## src/imdr_consts.vh

```
// register offsets, field positions, reset values and timing for imdr
`ifndef IMDR_CONSTS_VH
`define IMDR_CONSTS_VH

// window 0 byte offsets
`define IMDR_ADDR_BURST 7'h00
`define IMDR_ADDR_MODE 7'h02
`define IMDR_ADDR_DIAG 7'h04
`define IMDR_ADDR_FLAGS 7'h06
`define IMDR_ADDR_RANGE 7'h0C
`define IMDR_ADDR_TEMP_HI 7'h0E
`define IMDR_ADDR_XGYRO_HI 7'h12
`define IMDR_ADDR_YGYRO_HI 7'h16
`define IMDR_ADDR_ZGYRO_HI 7'h1A
`define IMDR_ADDR_XACCL_HI 7'h1E
`define IMDR_ADDR_YACCL_HI 7'h22
`define IMDR_ADDR_ZACCL_HI 7'h26
`define IMDR_ADDR_XDLTA_HI 7'h64
`define IMDR_ADDR_YDLTA_HI 7'h68
`define IMDR_ADDR_ZDLTA_HI 7'h6C
`define IMDR_ADDR_XDLTV_HI 7'h70
`define IMDR_ADDR_YDLTV_HI 7'h74
`define IMDR_ADDR_ZDLTV_HI 7'h78

// window 1 byte offsets
`define IMDR_ADDR_SYSCMD2 7'h16
`define IMDR_ADDR_ROT_R3C2 7'h46
`define IMDR_ADDR_ROT_R3C3 7'h48
`define IMDR_ADDR_PROD1 7'h6A
`define IMDR_ADDR_PROD2 7'h6C
`define IMDR_ADDR_PROD3 7'h6E
`define IMDR_ADDR_PROD4 7'h70
`define IMDR_ADDR_FWREV 7'h72
`define IMDR_ADDR_SER1 7'h74
`define IMDR_ADDR_SER2 7'h76
`define IMDR_ADDR_SER3 7'h78
`define IMDR_ADDR_SER4 7'h7A

// both windows
`define IMDR_ADDR_WINSEL 7'h7E

// field positions
`define IMDR_BURST_GO 8'h00
`define IMDR_MODE_STAT_BIT 10
`define IMDR_MODE_CMD_HI 9
`define IMDR_MODE_CMD_LO 8
`define IMDR_CMD_SAMPLE 2'h1
`define IMDR_CMD_CONFIG 2'h2
`define IMDR_CMD_NONE 2'h0
`define IMDR_ROT_SAVE_BIT 8
`define IMDR_FLAG_RANGE_BIT 8
`define IMDR_FLAG_FAULT_BIT 0
`define IMDR_DIAG_SUMMARY_BIT 1

// reset values
`define IMDR_RST_ROT_R3C2 16'h0000
`define IMDR_RST_ROT_R3C3 16'h4000
`define IMDR_RST_WINSEL 1'h0

// timing
`define IMDR_CLK_NS 10
`define IMDR_MODE_SW_NS 1000

`endif

```

## src/imdr_regs.v

```verilog
// mode, diagnostic and data flag registers of the inertial sensor
`default_nettype none
`include "imdr_consts.vh"

module imdr_regs #(
   parameter [15:0] PROD_WORD1 = 16'h0001, // arbitrary value
   parameter [15:0] PROD_WORD2 = 16'h0002, // arbitrary value
   parameter [15:0] PROD_WORD3 = 16'h0003, // arbitrary value
   parameter [15:0] PROD_WORD4 = 16'h0004, // arbitrary value
   parameter [15:0] FW_REV = 16'h0100, // arbitrary value
   parameter [15:0] SERIAL1 = 16'h0A01, // arbitrary value
   parameter [15:0] SERIAL2 = 16'h0A02, // arbitrary value
   parameter [15:0] SERIAL3 = 16'h0A03, // arbitrary value
   parameter [15:0] SERIAL4 = 16'h0A04 // arbitrary value
) (
   input wire clk, // system clock
   input wire rst, // synchronous reset, active high
   input wire reg_wr, // register write strobe
   input wire reg_rd, // register read strobe
   input wire [6:0] reg_addr, // byte address, even
   input wire [15:0] reg_wdata, // write data
   output reg [15:0] reg_rdata, // read data, one cycle after strobe
   output reg rdata_valid, // read data valid pulse
   output reg burst_start, // burst read start pulse
   output reg sampling_mode, // 1 while in sampling mode
   output reg mode_busy, // mode transition in progress
   input wire [3:0] selftest_fail_bits, // xgyro,ygyro,zgyro,accel
   input wire delta_out_en, // delta outputs enabled
   input wire cfg_combo_bad, // rate/filter combo not allowed
   input wire angle_accum_overflow, // delta angle overflow
   input wire velocity_accum_overflow, // delta velocity overflow
   input wire [1:0] startup_hw_fault, // startup check code
   input wire serial_cmd_overrun, // commands too close
   input wire async_tx_overrun, // tx demand above baud
   input wire flash_test_fail, // memory read test failed
   input wire nvm_backup_fail, // general backup failed
   input wire rot_backup_fail, // rotation backup failed
   input wire rot_backup_done, // rotation backup finished
   input wire [12:0] new_data_set, // temp..zaccl, xdlta..zdltv
   input wire [5:0] range_over_set, // xgyro..zaccl over range
   output reg rotation_save_trigger, // rotation save request pulse
   output reg [15:0] rot_coeff_r3c2, // rotation coefficient r3c2
   output reg [15:0] rot_coeff_r3c3, // rotation coefficient r3c3
   output reg register_window_select // current window
);

   // mode sequencer states
   localparam [1:0] ST_IDLE = 2'b01;
   localparam [1:0] ST_SWITCH = 2'b10;

   // transition length, rounded up to whole cycles
   localparam integer MODE_SW_CYC_I =
      (`IMDR_MODE_SW_NS + `IMDR_CLK_NS - 1) / `IMDR_CLK_NS;
   localparam [7:0] MODE_SW_CYC = MODE_SW_CYC_I[7:0];

   reg [1:0] state_ff;
   reg [1:0] nxt_state;
   reg [7:0] sw_cnt_ff;
   reg [7:0] nxt_sw_cnt;
   reg [1:0] mode_cmd_ff;
   reg [1:0] nxt_mode_cmd;
   reg sampling_ff;
   reg nxt_sampling;
   reg rot_busy_ff;
   reg [15:0] nxt_rdata;

   wire win0;
   wire win1;
   wire wr0;
   wire wr1;
   wire rd0;
   wire [15:0] diag_q;
   wire [12:0] fresh_q;
   wire [5:0] range_q;
   wire [15:0] diag_set;
   wire diag_rd;
   wire range_rd;
   wire [12:0] fresh_rd;
   wire [15:0] diag_word;
   wire [15:0] flag_word;
   wire [15:0] range_word;
   wire [15:0] mode_word;
   wire [15:0] syscmd2_word;
   wire [1:0] wr_cmd;

   // window decode
   assign win1 = register_window_select;
   assign win0 = ~register_window_select;
   assign wr0 = reg_wr & win0;
   assign wr1 = reg_wr & win1;
   assign rd0 = reg_rd & win0;

   // diagnostic event sources
   assign diag_set[15] = 1'b0;
   assign diag_set[14:11] = selftest_fail_bits;
   assign diag_set[10] = ~delta_out_en & cfg_combo_bad;
   assign diag_set[9] = angle_accum_overflow;
   assign diag_set[8] = velocity_accum_overflow;
   assign diag_set[7] = 1'b0;
   assign diag_set[6:5] = startup_hw_fault;
   assign diag_set[4] = serial_cmd_overrun;
   assign diag_set[3] = async_tx_overrun;
   assign diag_set[2] = flash_test_fail;
   assign diag_set[1] = 1'b0;
   assign diag_set[0] = nvm_backup_fail | rot_backup_fail;

   // read-clear strobes
   assign diag_rd = rd0 & (reg_addr == `IMDR_ADDR_DIAG);
   assign range_rd = rd0 & (reg_addr == `IMDR_ADDR_RANGE);
   assign fresh_rd[12] = rd0 & (reg_addr == `IMDR_ADDR_TEMP_HI);
   assign fresh_rd[11] = rd0 & (reg_addr == `IMDR_ADDR_XGYRO_HI);
   assign fresh_rd[10] = rd0 & (reg_addr == `IMDR_ADDR_YGYRO_HI);
   assign fresh_rd[9] = rd0 & (reg_addr == `IMDR_ADDR_ZGYRO_HI);
   assign fresh_rd[8] = rd0 & (reg_addr == `IMDR_ADDR_XACCL_HI);
   assign fresh_rd[7] = rd0 & (reg_addr == `IMDR_ADDR_YACCL_HI);
   assign fresh_rd[6] = rd0 & (reg_addr == `IMDR_ADDR_ZACCL_HI);
   assign fresh_rd[5] = rd0 & (reg_addr == `IMDR_ADDR_XDLTA_HI);
   assign fresh_rd[4] = rd0 & (reg_addr == `IMDR_ADDR_YDLTA_HI);
   assign fresh_rd[3] = rd0 & (reg_addr == `IMDR_ADDR_ZDLTA_HI);
   assign fresh_rd[2] = rd0 & (reg_addr == `IMDR_ADDR_XDLTV_HI);
   assign fresh_rd[1] = rd0 & (reg_addr == `IMDR_ADDR_YDLTV_HI);
   assign fresh_rd[0] = rd0 & (reg_addr == `IMDR_ADDR_ZDLTV_HI);

   // diagnostic results, cleared by a diag read
   imdr_sticky #(
      .W(16)
   ) u_diag (
      .clk(clk),
      .rst(rst),
      .set(diag_set),
      .clr(diag_rd),
      .q(diag_q)
   );

   // axis over-range flags, cleared by a range read
   imdr_sticky #(
      .W(6)
   ) u_range (
      .clk(clk),
      .rst(rst),
      .set(range_over_set),
      .clr(range_rd),
      .q(range_q)
   );

   // one new-data flag per channel
   genvar gi;
   generate
      for (gi = 0; gi < 13; gi = gi + 1)
      begin : g_fresh
         imdr_sticky #(
            .W(1)
         ) u_fresh (
            .clk(clk),
            .rst(rst),
            .set(new_data_set[gi]),
            .clr(fresh_rd[gi]),
            .q(fresh_q[gi])
         );
      end
   endgenerate

   // assembled status words
   assign diag_word = {diag_q[15:2],
                       |diag_q[14:11],
                       diag_q[0]};
   assign flag_word = {fresh_q[12:6],
                       |range_q,
                       fresh_q[5:0],
                       1'b0,
                       |diag_word};
   assign range_word = {2'h0, range_q, 8'h00};
   assign mode_word = {5'h00, ~sampling_ff, mode_cmd_ff, 8'h00};
   assign syscmd2_word = {7'h00, rot_busy_ff, 8'h00};

   // write command extraction
   assign wr_cmd = reg_wdata[`IMDR_MODE_CMD_HI:`IMDR_MODE_CMD_LO];

   // mode sequencer next state
   always @*
   begin
      nxt_state = state_ff;
      nxt_sw_cnt = sw_cnt_ff;
      nxt_mode_cmd = mode_cmd_ff;
      nxt_sampling = sampling_ff;
      case (state_ff)
         ST_IDLE:
         begin
            if (wr0 && (reg_addr == `IMDR_ADDR_MODE) &&
                ((wr_cmd == `IMDR_CMD_SAMPLE) ||
                 (wr_cmd == `IMDR_CMD_CONFIG)))
            begin
               nxt_mode_cmd = wr_cmd;
               nxt_sw_cnt = MODE_SW_CYC;
               nxt_state = ST_SWITCH;
            end
         end
         ST_SWITCH:
         begin
            if (sw_cnt_ff == 8'h01)
            begin
               nxt_sampling = (mode_cmd_ff == `IMDR_CMD_SAMPLE);
               nxt_mode_cmd = `IMDR_CMD_NONE;
               nxt_sw_cnt = 8'h00;
               nxt_state = ST_IDLE;
            end
            else
               nxt_sw_cnt = sw_cnt_ff - 8'h01;
         end
         default:
         begin
            nxt_state = ST_IDLE;
            nxt_mode_cmd = `IMDR_CMD_NONE;
            nxt_sw_cnt = 8'h00;
         end
      endcase
   end

   // mode sequencer registers
   always @(posedge clk)
   begin
      if (rst)
      begin
         state_ff <= ST_IDLE;
         sw_cnt_ff <= 8'h00;
         mode_cmd_ff <= `IMDR_CMD_NONE;
         sampling_ff <= 1'b0;
      end
      else
      begin
         state_ff <= nxt_state;
         sw_cnt_ff <= nxt_sw_cnt;
         mode_cmd_ff <= nxt_mode_cmd;
         sampling_ff <= nxt_sampling;
      end
   end

   // mode outputs from flops
   always @(posedge clk)
   begin
      if (rst)
      begin
         sampling_mode <= 1'b0;
         mode_busy <= 1'b0;
      end
      else
      begin
         sampling_mode <= nxt_sampling;
         mode_busy <= (nxt_state == ST_SWITCH);
      end
   end

   // burst start pulse
   always @(posedge clk)
   begin
      if (rst)
         burst_start <= 1'b0;
      else
         burst_start <= wr0 && (reg_addr == `IMDR_ADDR_BURST) &&
                        (reg_wdata[7:0] == `IMDR_BURST_GO);
   end

   // window select, writable from either window
   always @(posedge clk)
   begin
      if (rst)
         register_window_select <= `IMDR_RST_WINSEL;
      else if (reg_wr && (reg_addr == `IMDR_ADDR_WINSEL))
         register_window_select <= reg_wdata[0];
   end

   // rotation coefficients
   always @(posedge clk)
   begin
      if (rst)
      begin
         rot_coeff_r3c2 <= `IMDR_RST_ROT_R3C2;
         rot_coeff_r3c3 <= `IMDR_RST_ROT_R3C3;
      end
      else
      begin
         if (wr1 && (reg_addr == `IMDR_ADDR_ROT_R3C2))
            rot_coeff_r3c2 <= reg_wdata;
         if (wr1 && (reg_addr == `IMDR_ADDR_ROT_R3C3))
            rot_coeff_r3c3 <= reg_wdata;
      end
   end

   // rotation save request and busy bit
   always @(posedge clk)
   begin
      if (rst)
      begin
         rotation_save_trigger <= 1'b0;
         rot_busy_ff <= 1'b0;
      end
      else
      begin
         rotation_save_trigger <= 1'b0;
         if (wr1 && (reg_addr == `IMDR_ADDR_SYSCMD2) &&
             reg_wdata[`IMDR_ROT_SAVE_BIT] && !rot_busy_ff)
         begin
            rotation_save_trigger <= 1'b1;
            rot_busy_ff <= 1'b1;
         end
         else if (rot_backup_done)
            rot_busy_ff <= 1'b0;
      end
   end

   // read data selection
   always @*
   begin
      nxt_rdata = 16'h0000;
      if (reg_addr == `IMDR_ADDR_WINSEL)
         nxt_rdata = {15'h0000, register_window_select};
      else if (win0)
      begin
         case (reg_addr)
            `IMDR_ADDR_MODE: nxt_rdata = mode_word;
            `IMDR_ADDR_DIAG: nxt_rdata = diag_word;
            `IMDR_ADDR_FLAGS: nxt_rdata = flag_word;
            `IMDR_ADDR_RANGE: nxt_rdata = range_word;
            default: nxt_rdata = 16'h0000;
         endcase
      end
      else
      begin
         case (reg_addr)
            `IMDR_ADDR_SYSCMD2: nxt_rdata = syscmd2_word;
            `IMDR_ADDR_ROT_R3C2: nxt_rdata = rot_coeff_r3c2;
            `IMDR_ADDR_ROT_R3C3: nxt_rdata = rot_coeff_r3c3;
            `IMDR_ADDR_PROD1: nxt_rdata = PROD_WORD1;
            `IMDR_ADDR_PROD2: nxt_rdata = PROD_WORD2;
            `IMDR_ADDR_PROD3: nxt_rdata = PROD_WORD3;
            `IMDR_ADDR_PROD4: nxt_rdata = PROD_WORD4;
            `IMDR_ADDR_FWREV: nxt_rdata = FW_REV;
            `IMDR_ADDR_SER1: nxt_rdata = SERIAL1;
            `IMDR_ADDR_SER2: nxt_rdata = SERIAL2;
            `IMDR_ADDR_SER3: nxt_rdata = SERIAL3;
            `IMDR_ADDR_SER4: nxt_rdata = SERIAL4;
            default: nxt_rdata = 16'h0000;
         endcase
      end
   end

   // read data register, value before any read-clear
   always @(posedge clk)
   begin
      if (rst)
      begin
         reg_rdata <= 16'h0000;
         rdata_valid <= 1'b0;
      end
      else
      begin
         rdata_valid <= reg_rd;
         if (reg_rd)
            reg_rdata <= nxt_rdata;
      end
   end

endmodule // imdr_regs

`default_nettype wire

```

## src/imdr_sticky.v

```verilog
// sticky flag bank: set wins over clear
`default_nettype none

module imdr_sticky #(
   parameter W = 1
) (
   input wire clk, // system clock
   input wire rst, // synchronous reset, active high
   input wire [W-1:0] set, // per-bit set pulses
   input wire clr, // clear all bits
   output wire [W-1:0] q // flag state
);

   reg [W-1:0] flag_ff;
   wire [W-1:0] nxt_flag;

   // a set arriving with the clear survives
   assign nxt_flag = (flag_ff & ~{W{clr}}) | set;

   // flag storage
   always @(posedge clk)
   begin
      if (rst)
         flag_ff <= {W{1'b0}};
      else
         flag_ff <= nxt_flag;
   end

   assign q = flag_ff;

endmodule // imdr_sticky

`default_nettype wire

```

## config.mk

```make
export PLATFORM = sky130hd
export DESIGN_NAME = imdr_regs
export DESIGN_NICKNAME = d
export VERILOG_FILES = /design/src/imdr_regs.v /design/src/imdr_sticky.v
export VERILOG_INCLUDE_DIRS = /design/src
export SDC_FILE = /design/constraint.sdc
export NUM_CORES = 1
export LEC_CHECK = 0
export ABC_AREA = 1
export BUFFER_PORTS_ARGS = -buffer_cell sky130_fd_sc_hd__buf_2
export CAP_MARGIN = 30
export CORE_MARGIN = 2
export CORE_UTILIZATION = 25
export DETAILED_ROUTE_END_ITERATION = 10
export PLACE_DENSITY_LB_ADDON = 0.08
export SLEW_MARGIN = 10
export SYNTH_ARGS = -nofsm -noshare
export SYNTH_HDL_FRONTEND = slang
export SYNTH_SLANG_ARGS = --single-unit
```

## constraint.sdc

```tcl
create_clock -name clk -period 1.8 [get_ports clk]
set_clock_uncertainty 0.1 [all_clocks]
set_input_delay 0.09 -clock clk [delete_from_list [all_inputs] [get_ports clk]]
set_output_delay 0.09 -clock clk [all_outputs]
set_load 0.02 [all_outputs]
```

; Yosys cells after proc, flatten, opt, wreduce, memory -nomap -nowiden
; Index checks and enable logic that the tools add are counted.
; W data, S select, Z words.
[word_totals]
in_bits = 62
output_inout_bits = 54
n_memories = 0
rom_bits = 0
reg_bits = 102
latch_bits = 0
mem_bits_rw = 0
[classes]
reduce_logical = 20
shifts = 0
order_cmp = 0
n_bitwise = 68
mux = 16
eq_ne = 34
mul = 0
div_mod_pow = 0
n_addsub = 1
[op_table]
columns = op, count
row1 = $pmux W16 S12, 1
row2 = $eq A7 B7 Y1 const B, 14
row3 = $pmux W16 S4, 1
row4 = $and A1 B1 Y1, 32
row5 = $mux W16, 2
row6 = $eq A7 B5 Y1 const B, 4
row7 = $and A16 B16 Y16, 1
row8 = $mux W8, 2
row9 = $not A1 Y1, 16
row10 = $not A16 Y16, 1
row11 = $or A16 B15 Y16, 1
row12 = $pmux W8 S2, 1
row13 = $reduce_or A15 Y1, 1
row14 = $eq A7 B3 Y1 const B, 2
row15 = $eq A7 B4 Y1 const B, 2
row16 = $eq A7 B6 Y1 const B, 2
row17 = $or A1 B1 Y1, 14
row18 = $logic_and A1 B1 Y1, 10
row19 = $eq A8 B1 Y1 const B, 1
row20 = $logic_not A8 Y1, 1
row21 = $mux W2, 4
row22 = $pmux W2 S2, 2
row23 = $sub A8 B1 Y8 const B, 1
row24 = $eq A7 B2 Y1 const B, 1
row25 = 14 further kinds, 22

; Logic depth before layout (Yosys ltp)
[depth]
word_depth = 7
mapped_depth = 12
depth_no_buf = 11

; Cells and area by module
; From an unflattened synthesis, not the netlist that was laid out.
[unflattened]
cells_unflattened = 745
hier_area_um2 = 5153.7
[by_module_without_submodules]
columns = module, instances, cells_each, area_each_um2, seq_area_each_um2
row1 = imdr_regs, 1, 587, 3876.2, 1341.3
row2 = imdr_sticky (u_diag), 1, 68, 558.0, 320.3
row3 = imdr_sticky (g_fresh[0].u_fresh ...), 13, 5, 40.0, 20.0
row4 = imdr_sticky (u_range), 1, 25, 198.9, 120.1

; Worst setup path before layout
; OpenSTA, ideal clock, no wires.
[synth_timing]
path_type = flip-flop to flip-flop
start = reg register_window_select
end = reg u_diag.flag_ff[11] (netlist: u_diag.q[11])
setup_ps = 128
stages_incl_launch_ff = 7
arrival_ps = 1319
required_ps = 1572
setup_slack_ps = 253
cell_sequence = dfxtp_1 buf_2 nor2_2 nand2_1 buf_2 a21oi_1 nor2_1
[synth_via]
elab_chain_len = 6
[synth_rtl]
columns = element, line_no
row1 = from (decl), imdr_regs.v:44  ; output reg register_window_select
row2 = from (signal assigned), imdr_regs.v:267  ; register_window_select <= `IMDR_RST_WINSEL;
row3 = from (signal assigned), imdr_regs.v:269  ; register_window_select <= reg_wdata[0];
row4 = $not A1 Y1, imdr_regs.v:88  ; assign win0 = ~register_window_select;
row5 = $and A1 B1 Y1, imdr_regs.v:91  ; assign rd0 = reg_rd & win0;
row6 = $and A1 B1 Y1, imdr_regs.v:108  ; assign diag_rd = rd0 & (reg_addr == `IMDR_ADDR_DIAG);
row7 = $not A16 Y16, imdr_sticky.v:18  ; assign nxt_flag = (flag_ff & ~{W{clr}}) | set;
row8 = $and A16 B16 Y16, imdr_sticky.v:18
row9 = $or A16 B15 Y16, imdr_sticky.v:18
row10 = to (signal assigned), imdr_sticky.v:24  ; flag_ff <= {W{1'b0}};
row11 = to (signal assigned), imdr_sticky.v:26  ; flag_ff <= nxt_flag;
row12 = to (decl), imdr_sticky.v:14  ; reg [W-1:0] flag_ff;
; Every way passes these cells.
; A chain may end at the register's enable or synchronous reset.

; Final worst setup path
[layout_timing]
start = in reg_wdata[2]
end = reg burst_start
[layout_via]
elab_chain_len = 2
[layout_rtl]
columns = element, line_no
row1 = from (decl), imdr_regs.v:21  ; input wire [15:0] reg_wdata,
row2 = $logic_not A8 Y1 (no line), --
row3 = $logic_and A1 B1 Y1, imdr_regs.v:259  ; burst_start <= wr0 && (reg_addr == `IMDR_ADDR_BURST) &&
row4 = to (signal assigned), imdr_regs.v:259
row5 = to (decl), imdr_regs.v:24  ; output reg burst_start,
; Every way passes these cells.

==> flow_metrics.tcl <==
set metrics [dict create \
    grt_pass1_vias 4956 \
    yosys.area.top_type "dfxtp_1" \
    syn_nets 740 \
    hold_violations 0 \
    nNetsFinal 909 \
    synth_top_area_share_pct 42.8 \
    seqPwrFrac_pct 46.4 \
    drive_above_1_share_pct 21.4 \
    synth_most_common_cell "nand2_1" \
    combinationalPowerShare_pct 12.4 \
    cp.required_ps 1980 \
    initial_core_util_pct 25.3 \
    synthCells 674 \
    fmax_mhz 609 \
    detail-route-antenna-nets 0 \
    core_sq_um 18600 \
    critPathKind "in2reg" \
    fp.dieH_um 141 \
    yosys_warnings 0 \
    postSynthAreaPerCell_sq_um 7.00 \
    drc 0 \
    maxCapViolations 0 \
    synth_edf_count 0 \
    final_cell_area_sq_um 6450 \
    synth-simple-area-share_pct 30.1 \
    drt_iter0_markers 276 \
    clockBufferDepth 2 \
    cts_tree "yes" \
    period_share_pct 91.2 \
    avgViaCountPerCell 4.63 \
    cts_max_level 3 \
    synthDistinctLibCells 33 \
    diodes 0 \
    whs_ps 24.6 \
    ir_drop_v 0.000388 \
    syn2layout_area_growth_pct 36.7 \
    fillers 2045 \
    overflow 0 \
    synth_fa_ha_area_share_pct 1.06 \
    swShare_pct 25.7 \
    synth_seq_cells 101 \
    synth_flop_cell "dfxtp_1" \
    finalCriticalPeriod_ps 1640 \
    dr_total_vias 5000 \
    cts-buffers-inserted 9 \
    setup_viol 0 \
    numPortBuffers 115 \
    p_switching_mw 1.32 \
    critPathMaxFanout 3 \
    cellLeakagePower_nw 2.86 \
    multi_input_area_sq_um 2270 \
    dr.pass1.iters 4 \
    die_area_sq_um 20000 \
    synth_top_family_by_area "simple AND/OR/NAND/NOR gates" \
    ys_async_sr_fraction_pct 0 \
    grt_use_total_pct 18.1 \
    power_frac_clock_pct 41.2 \
    grt_max_degree 40 \
    dp_slack_ps 78.0 \
    worst_pin_slew_ps 505 \
    internal_power_mw 3.81 \
    top_layer_used "met4" \
    crit_arrival_ps 1820 \
    grt_pass1_wl_mm 27.7 \
    status "finished clean" \
    rows 50 \
    clkTransAtPathRegs_ps 70 \
    clk-insertion-delay-late_ps 350 \
    seqCellArea_sq_um 2020 \
    grt_antenna_before_repair 0 \
    clock-sinks 101 \
    slew-limit-headroom_pct 66.2 \
    routed_wl_mm 17.6 \
    ys_top_cells_by_count "nand2_1 (114), dfxtp_1 (101), a21oi_1 (83)" \
    netlist_area_sq_um 4720 \
    wl_met2_mm 7.85 \
    fin_setup_tns_ps 0 \
    dr_wl_met3_um 742 \
    rsz0062_at_grt "no" \
    io_pins 116 \
    crit_path_start_kind "input pin" \
    slew_viol_final 0 \
    worst_slack_ps 158 \
    synth_compound_area_share_pct 16.1 \
    drt-wirelength-per-cell_um 16.3 \
    wl_met1_mm 8.76 \
    hp-class "in2reg" \
    root_buffer "clkbuf_16" \
    post_dp_cell_area_sq_um 5620 \
    power_density_nw_per_um2 794 \
    synth_mux_area_share_pct 0 \
    end_kind "flip-flop" \
    yosys.area_share.xor_xnor_pct 0.742 \
    die_x_um 141 \
    hpwlAfterDp_mm 13.4 \
    ys_seq_area_share_pct 42.8 \
    place_congestion 0.843 \
    synth_top_cells_by_area "dfxtp_1 (43%), nand2_1 (9.1%), a21oi_1 (8.8%)" \
]
-- layer usage --
layer	GRT usage [%]	up-vias
met1	25.4	2310
met3	3.51	16
met4	4.68	0
li1	-	2555
met2	28.6	119
met5	0	-
-- sequential cells by signal, summed over array words and instances (netlist names) --
name and cells:
reg_rdata 16, rot_coeff_r3c2 16, rot_coeff_r3c3 16, u_diag.q 15
g_fresh.u_fresh.q 13, sw_cnt_ff 8, u_range.q 6, mode_cmd_ff 2
state_ff 2, burst_start 1, mode_busy 1, rdata_valid 1
register_window_select 1, rot_busy_ff 1, rotation_save_trigger 1, sampling_mode 1
-- critical path, cell delays in order --
cell           delay, ps
dlygate4sd3_1        530
buf_2                140
nor4_1               280
dlygate4sd3_1        590
nand2_1               70
nor3_1               130
-- per-stage QoR --
step | total power [mW] | utilization, % | cells
3_3_place_gp | 2.98 | 30.2 | 1014
2_1_floorplan | 2.75 | - | 674
4_1_cts | 5.20 | 34.6 | 1080
6_report | 5.12 | 34.6 | 1080
5_1_grt | 5.37 | 34.6 | 1080
3_5_place_dp | 2.98 | 30.2 | 1014
-- area by class of cell --
cell class	instances	area share (%)
tap	234	4.54
inverter	76	4.50
sequential	101	31.3
clock buffer	9	3.49
timing repair buffer	189	19.7
multi-input combinational	466	35.1
clock inverter	5	1.32
-- power by group through the flow --
stage / Clock (mW) / Sequential, mW / Combinational (mW)
3_5_place_dp: 0 / 2.43 / 0.550
4_1_cts: 2.18 / 2.38 / 0.640
3_3_place_gp: 0 / 2.43 / 0.550
2_1_floorplan: 0 / 2.41 / 0.341
5_1_grt: 2.26 / 2.39 / 0.719
6_report: 2.11 / 2.38 / 0.634
-- logic make-up after synthesis --
group,after synthesis
xor+xnor,4
buf+inv,107
flops,101
fa+ha+maj,4
compound gates,145
simple gates,313
-- what timing repair did --
action / in CTS / in global routing
endpoints found under the hold margin: 66 / 0
buffers inserted: 0 / 0
hold buffers: 52 / 0
gates resized for setup: 0 / 0
setup endpoints to repair: 0 / 0
-- cells in the final DEF (no fill, tap or decap), types with 2 or more instances in the layout --
cell type,netlist,routed
inv_1,65,65
ha_1,4,4
nor3_1,10,10
xor2_1,2,2
dlygate4sd3_1,0,52
a21oi_1,83,83
bufinv_16,0,2
dfxtp_1,101,101
nand2_2,2,2
inv_6,1,3
buf_4,1,21
nor2_2,6,6
o21ai_1,8,8
nand3b_1,3,3
o21ai_0,42,42
inv_2,10,10
o211ai_1,7,7
nor2_4,5,5
clkbuf_16,0,9
nand4_1,9,9
buf_2,11,115
nand2_1,114,114
nand2_4,3,3
nor2_1,73,73
nand3_1,82,82
xnor2_1,2,2
o31ai_1,2,2
nor4_1,4,4
-- final timing paths --
path	start	to	slack, ps	cells after the start
hold / removal	reg_addr[1]	burst_start	20	4
hold reg to reg	rot_coeff_r3c2[8]	rot_coeff_r3c2[8]	360	2
setup reg to reg	state_ff[0]	mode_busy	220	8
setup / recovery	reg_wdata[2]	burst_start	160	6
No activity file was read; power rests on OpenSTA's default activity.
